$ cat src/adc_pipe_map.svh
// Constants of the sampling converter output pipeline
`ifndef ADC_PIPE_MAP_SVH
`define ADC_PIPE_MAP_SVH

// *************************************
// Code format
// *************************************
`define CODE_WIDTH        8
`define CODE_ALL_ZERO     8'h00
`define CODE_ALL_ONE      8'hff
`define ANALOG_WIDTH      12

// *************************************
// Timing
// *************************************
`define PIPE_LATENCY      6
`define CLK_FREQ_MHZ      200
`define SETTLE_TIME_US    1000
`define SETTLE_CYCLES     (`SETTLE_TIME_US * `CLK_FREQ_MHZ)

`endif

$ cat src/adc_pipe_pkg.sv
// Types shared by the converter output pipeline
package adc_pipe_pkg;

  // *************************************
  // Converted word with range flags
  // *************************************
  typedef struct packed {
    logic       below_range;
    logic       above_range;
    logic [7:0] code;
  } conv_word_t;

endpackage

$ cat src/adc_sample_output_pipeline.sv
// Digital model of an 8-bit sampling converter with a six-cycle output pipeline
//
// Summary of operation
// - Input between references becomes 8-bit code
// - Input below bottom reference gives all zeros
// - Input above top reference gives all ones
// - Sample each edge; code appears six cycles later
// - One new code per cycle while running
// - Power-down input high suspends conversion
// - Powered down: output holds last code
// - Clock stopped: output keeps last code
`timescale 1ns/100ps
`include "adc_pipe_map.svh"
module adc_sample_output_pipeline #(
  parameter int          AW            = `ANALOG_WIDTH,
  parameter int          LATENCY       = `PIPE_LATENCY,
  parameter int unsigned SETTLE_CYCLES = `SETTLE_CYCLES
) (
  input  wire logic                      clk_i,
  input  wire logic                      sys_rst_i,
  input  wire logic [AW-1:0]             analog_level_i,
  input  wire logic [AW-1:0]             top_reference_level_i,
  input  wire logic [AW-1:0]             bottom_reference_level_i,
  input  wire logic                      low_power_select_i,
  output adc_pipe_pkg::conv_word_t       word_o,
  output logic                           word_valid_o,
  input  wire logic                      capture_ready_i,
  output logic                           accurate_o
);

  localparam int WW = $bits(adc_pipe_pkg::conv_word_t);
  localparam int CW = $clog2(SETTLE_CYCLES + 1);

  // *************************************
  // Power-down pin synchroniser
  // *************************************
  logic lp_meta_q;
  logic lp_sync_q;

  always_ff @(posedge clk_i) begin
    if (sys_rst_i) begin
      lp_meta_q <= 1'b0;
      lp_sync_q <= 1'b0;
    end else begin
      lp_meta_q <= low_power_select_i;
      lp_sync_q <= lp_meta_q;
    end
  end

  // *************************************
  // Quantiser
  // *************************************
  function automatic adc_pipe_pkg::conv_word_t quantise(
    input logic [AW-1:0] lvl,
    input logic [AW-1:0] top,
    input logic [AW-1:0] bot
  );
    adc_pipe_pkg::conv_word_t w;
    logic [AW+7:0]            num;
    logic [AW+7:0]            span;
    logic [AW+7:0]            q;
    w           = '0;
    num         = '0;
    span        = '0;
    q           = '0;
    if (lvl < bot) begin
      w.below_range = 1'b1;
      w.code        = `CODE_ALL_ZERO;
    end else if (lvl > top) begin
      w.above_range = 1'b1;
      w.code        = `CODE_ALL_ONE;
    end else if (top == bot) begin
      w.code = `CODE_ALL_ZERO;
    end else begin
      num    = (AW+8)'(lvl - bot) * (AW+8)'(`CODE_ALL_ONE);
      span   = (AW+8)'(top - bot);
      q      = num / span;
      w.code = q[7:0];
    end
    return w;
  endfunction

  adc_pipe_pkg::conv_word_t quant_c;
  assign quant_c = quantise(analog_level_i, top_reference_level_i, bottom_reference_level_i);

  // *************************************
  // Pipeline stages
  // *************************************
  logic                     buf_in_ready;
  logic                     advance;
  logic                     stage_v_q [LATENCY];
  adc_pipe_pkg::conv_word_t stage_q   [LATENCY];

  // Stall on power-down or on a full buffer; a stalled stage keeps its word
  assign advance = !lp_sync_q && buf_in_ready;

  generate
    for (genvar s = 0; s < LATENCY; s++) begin : g_stage
      always_ff @(posedge clk_i) begin
        if (sys_rst_i) begin
          stage_v_q[s] <= 1'b0;
        end else if (advance) begin
          stage_v_q[s] <= (s == 0) ? 1'b1 : stage_v_q[(s == 0) ? 0 : s-1];
        end
      end
      always_ff @(posedge clk_i) begin
        if (advance) begin
          stage_q[s] <= (s == 0) ? quant_c : stage_q[(s == 0) ? 0 : s-1];
        end
      end
    end
  endgenerate

  // *************************************
  // Output buffer
  // *************************************
  logic [WW-1:0] buf_out;

  // Output register holds its word while frozen or unclocked
  two_entry_buffer #(
    .W (WW)
  ) u_buf (
    .clk_i       (clk_i),
    .sys_rst_i   (sys_rst_i),
    .in_valid_i  (stage_v_q[LATENCY-1] && !lp_sync_q),
    .in_ready_o  (buf_in_ready),
    .in_data_i   (stage_q[LATENCY-1]),
    .out_valid_o (word_valid_o),
    // Frozen while powered down, so a parked skid word cannot surface; capture ignores words then
    .out_ready_i (capture_ready_i && !lp_sync_q),
    .out_data_o  (buf_out)
  );

  assign word_o = adc_pipe_pkg::conv_word_t'(buf_out);

  // *************************************
  // Accuracy settle after wake
  // *************************************
  logic [CW-1:0] settle_q;

  // Marks the window in which the capture side should discard codes
  always_ff @(posedge clk_i) begin
    if (sys_rst_i) begin
      settle_q <= '0;
    end else if (lp_sync_q) begin
      settle_q <= CW'(SETTLE_CYCLES);
    end else if (settle_q != '0) begin
      settle_q <= settle_q - CW'(1);
    end
  end

  assign accurate_o = (settle_q == '0) && !lp_sync_q;
endmodule

$ cat src/two_entry_buffer.sv
// Two-entry buffer with registered output and a skid slot
`timescale 1ns/100ps
module two_entry_buffer #(
  parameter int W = 10
) (
  input  wire logic         clk_i,
  input  wire logic         sys_rst_i,
  input  wire logic         in_valid_i,
  output logic              in_ready_o,
  input  wire logic [W-1:0] in_data_i,
  output logic              out_valid_o,
  input  wire logic         out_ready_i,
  output logic [W-1:0]      out_data_o
);

  logic         out_v_q;
  logic         skid_v_q;
  logic [W-1:0] out_q;
  logic [W-1:0] skid_q;

  // Ready never looks at in_valid, so no combinational loop upstream
  assign in_ready_o  = !skid_v_q;
  assign out_valid_o = out_v_q;
  assign out_data_o  = out_q;

  always_ff @(posedge clk_i) begin
    if (sys_rst_i) begin
      out_v_q  <= 1'b0;
      skid_v_q <= 1'b0;
    end else if (!out_v_q || out_ready_i) begin
      if (skid_v_q) begin
        out_v_q  <= 1'b1;
        skid_v_q <= 1'b0;
      end else begin
        out_v_q  <= in_valid_i;
      end
    end else if (in_valid_i && !skid_v_q) begin
      skid_v_q <= 1'b1;
    end
  end

  // Data holds whenever nothing new is taken
  always_ff @(posedge clk_i) begin
    if (!out_v_q || out_ready_i) begin
      if (skid_v_q) begin
        out_q <= skid_q;
      end else if (in_valid_i) begin
        out_q <= in_data_i;
      end
    end else if (in_valid_i && !skid_v_q) begin
      skid_q <= in_data_i;
    end
  end

endmodule

$ cat config.mk
export PLATFORM = sky130hd
export DESIGN_NAME = adc_sample_output_pipeline
export DESIGN_NICKNAME = d
export VERILOG_FILES = /design/src/adc_pipe_pkg.sv /design/src/adc_sample_output_pipeline.sv /design/src/two_entry_buffer.sv
export VERILOG_INCLUDE_DIRS = /design/src
export SDC_FILE = /design/constraint.sdc
export NUM_CORES = 1
export LEC_CHECK = 0
export ABC_AREA = 1
export BUFFER_PORTS_ARGS = -buffer_cell sky130_fd_sc_hd__buf_4
export CORE_MARGIN = 3
export CORE_UTILIZATION = 59
export DETAILED_ROUTE_END_ITERATION = 6
export PLACE_DENSITY = 0.79
export SYNTH_ARGS = -nofsm -noshare
export SYNTH_HDL_FRONTEND = slang
export SYNTH_SLANG_ARGS = --single-unit
$ cat constraint.sdc
create_clock -name clk_i -period 47.8 [get_ports clk_i]
set_clock_uncertainty 0.2 [all_clocks]
set_input_delay 0 -clock clk_i [delete_from_list [all_inputs] [get_ports clk_i]]
set_output_delay 0 -clock clk_i [all_outputs]
set_load 0.005 [all_outputs]
==> impl_metrics.yaml, run 1 <==
routing:
  drc: 0
  first_pass_iters: 5
  drtAntennaViolNets: 0
  wl_mm: 46.9
  vias_per_cell: 5.58
  drtIter0Drc: 1113
  routedWlPerCell_um: 15.0
  vias: 17511
clocking:
  cts_buffers: 9
  clk_pin_slew_ns: 0.07
  insertion_delay_ns: 0.34
  cts_sinks: 108
  cts_tree: "done"
  h-tree-depth: 3
  clock_path_buffers: 2
  clockRootBuffer: "clkbuf_16"
critical_path:
  worstSetupPathType: "primary input to flop"
  worst_path_most_repeated_cell: "nand2_1"
  crit_start: "analog_level_i[5]"
  reg2reg_to: "settle_q[14]"
  r2r-start: "settle_q[7]"
  crit_path_end: "stage_q[0][0]"
  r2r_slack_ns: 45.08
  slowest_delay_ns: 0.53
  r2r_cells: 15
  critPathLaunchType: "primary input"
  cp.required_ns: 47.67
  crit_arrival_ns: 45.48
  critPathMaxFanout: 8
  crit_path_end_kind: "flop"
  cp_slowest_cell: "fa_1"
sta:
  relSlewSlack_pct: 40.6
  slew_violations: 0
  setup_violations: 0
  rsz0062_at_grt: "yes"
  worst_pin_slew_ns: 0.888
  hold_violations: 0
  holdWs_ns: 0.141
  fmax_mhz: 21.9
  final.setup.tns_ns: 0
  fin_crit_ns: 45.61
  finalCritPeriodShare_pct: 95.4
yosys:
  synth.area.mux_share_pct: 0
  synth-main-ff-cell: "edfxtp_1"
  synth_cell_types: 60
  synth_area_leaders: "ha_1 20%, edfxtp_1 14%, nand2_1 13%"
  syn_avg_cell_area_um2: 7.04
  synth_edf_count: 86
  ys_seq_elements: 108
  yosys.area_share.adder_pct: 26.4
  synthCells: 2530
  syn-cell-area_um2: 17800
  yosysSeqAreaShare_pct: 17.0
  synth_compound_area_share_pct: 13.9
  yosys_warnings: 0
  yosysTopAreaCellShare_pct: 20.2
  synth_xor_xnor_area_share_pct: 6.69
  synth_area_leader_cell: "ha_1"
  synthSimpleGateAreaFrac_pct: 24.5
  synth_async_sr_flop_share_pct: 0
  mappedNetlistNets: 2913
  synth_top_family_by_area: "adder cells"
floorplanning:
  die_x_um: 180
  die_area_um2: 32300
  rows: 62
  core_um2: 29200
  dieHeight_um: 180
  start_util_pct: 60.9
  ios: 52
grt:
  grt_max_degree: 61
  grt_use_total_pct: 26.8
  grt_pass1_vias: 16518
  grt_pass1_wl_mm: 75.0
  grt_antenna_before_repair: 0
  grt_overflow: 0
place:
  hpwlAfterDp_mm: 35.2
  gp_congestion: 0.925
  io_buffers: 51
final_layout:
  antennaDiodeCount: 0
  syn2layout_area_growth_pct: 18.7
  final_nets: 3130
  fillers: 2173
  drive_gt1_share_pct: 20.5
job:
  maxCapViolCount: 0
run_status:
  run_status: "complete, no violations"
min_path:
  min_path_type: "primary input to flop"
[timing repair]
| action | in CTS | in global routing |
|---|---|---|
| endpoints found under the setup margin | 1 | 3 |
| hold endpoints to repair | 20 | 0 |
| pin swaps | 0 | 161 |
| buffers inserted | 0 | 68 |
| gates cloned | 0 | 1 |
| hold buffers | 4 | 0 |
| resized for setup | 12 | 230 |
[flip-flops by register name, summed over array words and instances (netlist names)]
signal             cells
stage_v_q              6
u_buf.skid_q          10
lp_sync_q              1
u_buf.out_data_o      10
stage_q               60
lp_meta_q              1
u_buf.out_valid_o      1
u_buf.skid_v_q         1
settle_q              18
[cell usage in the layout (no fill, tap or decap), types with 18 or more instances in the layout]
| cell type | synthesis | layout |
|---|---|---|
| nand2_1 | 607 | 564 |
| inv_1 | 465 | 455 |
| ha_1 | 288 | 266 |
| buf_4 | 8 | 225 |
| nor2_1 | 139 | 130 |
| nand3_1 | 113 | 112 |
| a21oi_1 | 151 | 109 |
| edfxtp_1 | 86 | 86 |
| nand2_2 | 26 | 66 |
| xor2_1 | 70 | 66 |
| xnor2_1 | 66 | 63 |
| o21ai_2 | 33 | 57 |
| fa_1 | 55 | 54 |
| a21oi_2 | 15 | 51 |
| o21ai_1 | 51 | 47 |
| o21ai_0 | 69 | 47 |
| nand4_1 | 36 | 36 |
| or2_2 | 29 | 29 |
| a21o_1 | 27 | 27 |
| inv_2 | 18 | 25 |
| nor3_1 | 25 | 23 |
| dfxtp_1 | 22 | 22 |
| ha_4 | 0 | 20 |
| o21bai_1 | 27 | 18 |
[synth_stat cells, types with 29 or more instances]
library cell  instances
or2_2                29
inv_1               465
fa_1                 55
ha_1                288
edfxtp_1             86
o21ai_2              33
nor2_1              139
nand2_1             607
o21ai_0              69
a21oi_1             151
o21ai_1              51
nand4_1              36
xnor2_1              66
xor2_1               70
nand3_1             113
[worst max-delay path, delay by kind of cell]
kind / cells / cell delay [ns]
compound gates: 144 / 20.29
simple gates: 133 / 12.28
fa+ha+maj: 26 / 8.05
buf+inv: 59 / 4.41
xor+xnor: 1 / 0.28
[area by class of cell]
class | count | area [µm²] | area share, %
timing repair buffer | 235 | 1810 | 8.54
tap | 384 | 480 | 2.27
clock inverter | 6 | 62.6 | 0.296
sequential | 108 | 3020 | 14.3
inverter | 487 | 1840 | 8.71
clock buffer | 10 | 229 | 1.08
multi-input combinational | 1906 | 13700 | 64.8
[how the worst min path moves through the flow]
stage / from / endpoint / slack (ns) / depth (start not counted)
2_1_floorplan: low_power_select_i / lp_meta_q / -0.09 / 2
6_report: analog_level_i[11] / stage_q[0][9] / 0.14 / 5
3_3_place_gp: low_power_select_i / lp_meta_q / 0.02 / 3
4_1_cts: analog_level_i[11] / stage_q[0][9] / 0.12 / 5
5_1_grt: analog_level_i[11] / stage_q[0][9] / 0.15 / 5
3_5_place_dp: low_power_select_i / lp_meta_q / 0.03 / 3
[cells by family (layout without fill, tap and decap cells)]
| logic type | after synthesis | in the layout |
|---|---|---|
| and+or+nand+nor | 1017 | 1018 |
| buffers and inverters | 517 | 738 |
| AOI/OAI and AO/OA | 409 | 409 |
| adders and majority gates | 343 | 343 |
| xor gates and xnor gates | 136 | 136 |
| DFF | 108 | 108 |
[per-stage QoR]
stage | util (%) | area (µm²) | instances | setup WS [ns]
detailed placement | 66.1 | 19300 | 3047 | -0.902
floorplan | - | 17800 | 2530 | 2.52
finish | 72.3 | 21200 | 3136 | 2.19
global route | 72.3 | 21200 | 3136 | -1.47
global placement | 66.1 | 19300 | 3047 | 1.13
CTS | 67.4 | 19700 | 3067 | 0.0288
[metal layers]
layer	up-vias	global-route usage, %	wire length [µm]
met5	-	0	0
met3	171	2.53	2200
li1	8651	-	-
met4	0	7.61	1760
met1	8148	33.5	19600
met2	541	49.4	23400
Power of run 1 is not shown: default switching activity piles up to over one toggle a cycle in this logic, so the estimate is an artifact.
==> run 2: changes to the inputs <==
Settings changed: CORE_ASPECT_RATIO set to 1.25, MAX_ROUTING_LAYER set to met4.
==> run 2 against run 1 <==
Compared with the run above: hold slack worse by 0.068 ns; wire length up 7.0%; design area up 2.4%; register-to-register slack better by 0.18 ns; sequential share of layout area down 0.33 points; die area about the same; critical path depth up 5; worst setup slack worse by 0.68 ns; critical endpoint unchanged.
==> impl_metrics.yaml, run 2 (synthesis results as in run 1) <==
final_layout:
  regMostFlops: "stage_q"
  final_common_cell: "nand2_1"
  final_nets: 3138
  antennaDiodeCount: 0
  instances_no_fill: 3156
  syn2layout_area_growth_pct: 21.6
  layout_common_cells: "535 x nand2_1, 445 x inv_1, 259 x ha_1"
  drive_gt1_share_pct: 23.6
  final-seq-area_um2: 3020
  reg.largest.list: "stage_q: 60 flops, settle_q: 18 flops"
  finish.utilization_pct: 73.4
  fillers: 2120
  multi_input_area_um2: 14100
  largest_register_ffs: 60
critical_path:
  r2r_cells: 16
  critPathMaxFanout: 7
  cp_slowest_cell: "fa_1"
  worst_path_most_repeated_cell: "nand2_2"
  crit_path_end_kind: "flop"
  worstSetupPathType: "primary input to flop"
  crit_arrival_ns: 46.15
  slowest_delay_ns: 0.54
  r2r-start: "settle_q[0]"
  critPathLaunchType: "primary input"
  crit_start: "bottom_reference_level_i[2]"
  cp.required_ns: 47.67
floorplanning:
  dieHeight_um: 200
  ios: 52
  die_area_um2: 32300
  rows: 70
  die_x_um: 161
  core_um2: 29500
  start_util_pct: 60.4
place:
  place_ws_ns: -1.74
  io_buffers: 51
  hpwlAfterDp_mm: 36.0
  dp_cells: 3015
  gp_congestion: 0.981
sta:
  slew_violations: 0
  setup_violations: 0
  final.setup.tns_ns: 0
  worst_pin_slew_ns: 0.855
  fin_crit_ns: 46.28
  relSlewSlack_pct: 42.8
  hold_violations: 0
  final.setup.worst_slack_ns: 1.52
  fmax_mhz: 21.6
  finalCritPeriodShare_pct: 96.8
run_status:
  run_status: "complete, no violations"
clocking:
  clockRootBuffer: "clkbuf_16"
  cts_tree: "done"
  h-tree-depth: 3
  cts_sinks: 108
  clock_path_buffers: 2
  insertion_delay_ns: 0.34
  cts_buffers: 9
  clk_pin_slew_ns: 0.07
routing:
  routedWlPerCell_um: 15.9
  drtIter0Drc: 1065
  drc: 0
  first_pass_iters: 6
  wl_mm: 50.2
  vias_per_cell: 5.67
  vias: 17908
  drtAntennaViolNets: 0
min_path:
  hp-start: "analog_level_i[11]"
  whs_path_depth: 5
  min_path_type: "primary input to flop"
grt:
  grt_antenna_before_repair: 0
  grt_pass1_wl_mm: 75.6
  grt_overflow: 0
  grt_max_degree: 61
  grt_pass1_vias: 16920
  grt_use_total_pct: 28.3
job:
  maxCapViolCount: 0
[run 2: cell count changes in the layout (fill, tap and decap cells not counted), sizes merged]
cell,delta
buf,+6
clkbuf,+1
clkinvlp,+1
[run 2: worst paths after layout]
path / end / slack, ns
max: stage_q[0][0] / 1.52
min: stage_q[0][9] / 0.07
max reg2reg: settle_q[14] / 45.26
min reg2reg: stage_q[3][9] / 0.22
[run 2: through the flow]
step           hold WS, ns  area [µm²]
2_1_floorplan      -0.0930       17800
3_3_place_gp       0.00177       19000
3_5_place_dp       0.00948       19000
4_1_cts             0.0673       19500
5_1_grt             0.0832       21700
6_report            0.0725       21700
[run 2: worst max-delay path: cells and delay by family]
kind                       cells  cell delay (ns)
adders and majority gates     26             7.81
xor gates and xnor gates       1             0.18
AOI/OAI and AO/OA            150            22.06
buffers and inverters         59             3.95
and+or+nand+nor              132            12.06
[run 2: repair_timing]
| item | 4_1_cts | 5_1_grt |
|---|---|---|
| pin swaps | 2 | 213 |
| endpoints found under the hold margin | 20 | 0 |
| gates cloned | 0 | 2 |
| hold buffers | 4 | 0 |
| resized for setup | 30 | 318 |
| buffers inserted | 0 | 119 |
| endpoints found under the setup margin | 1 | 3 |
[run 2: cell type report]
type                    count  area share, %
repair buffers            243           8.84
clock inverters             7          0.433
multi-input cells        1906           64.9
well taps                 396           2.29
flip-flops and latches    108           14.0
clock buffers               9           1.04
inverters                 487           8.54
[run 2: per-layer routing]
layer | track usage (%) | up-vias | part of all wire (%)
met4 | 14.5 | 0 | 6.6
met5 | - | - | 0
met3 | 2.21 | 270 | 4.5
li1 | - | 8653 | -
met1 | 30.4 | 8347 | 37
met2 | 51.7 | 638 | 52
Power of run 2 is left out for the same reason.
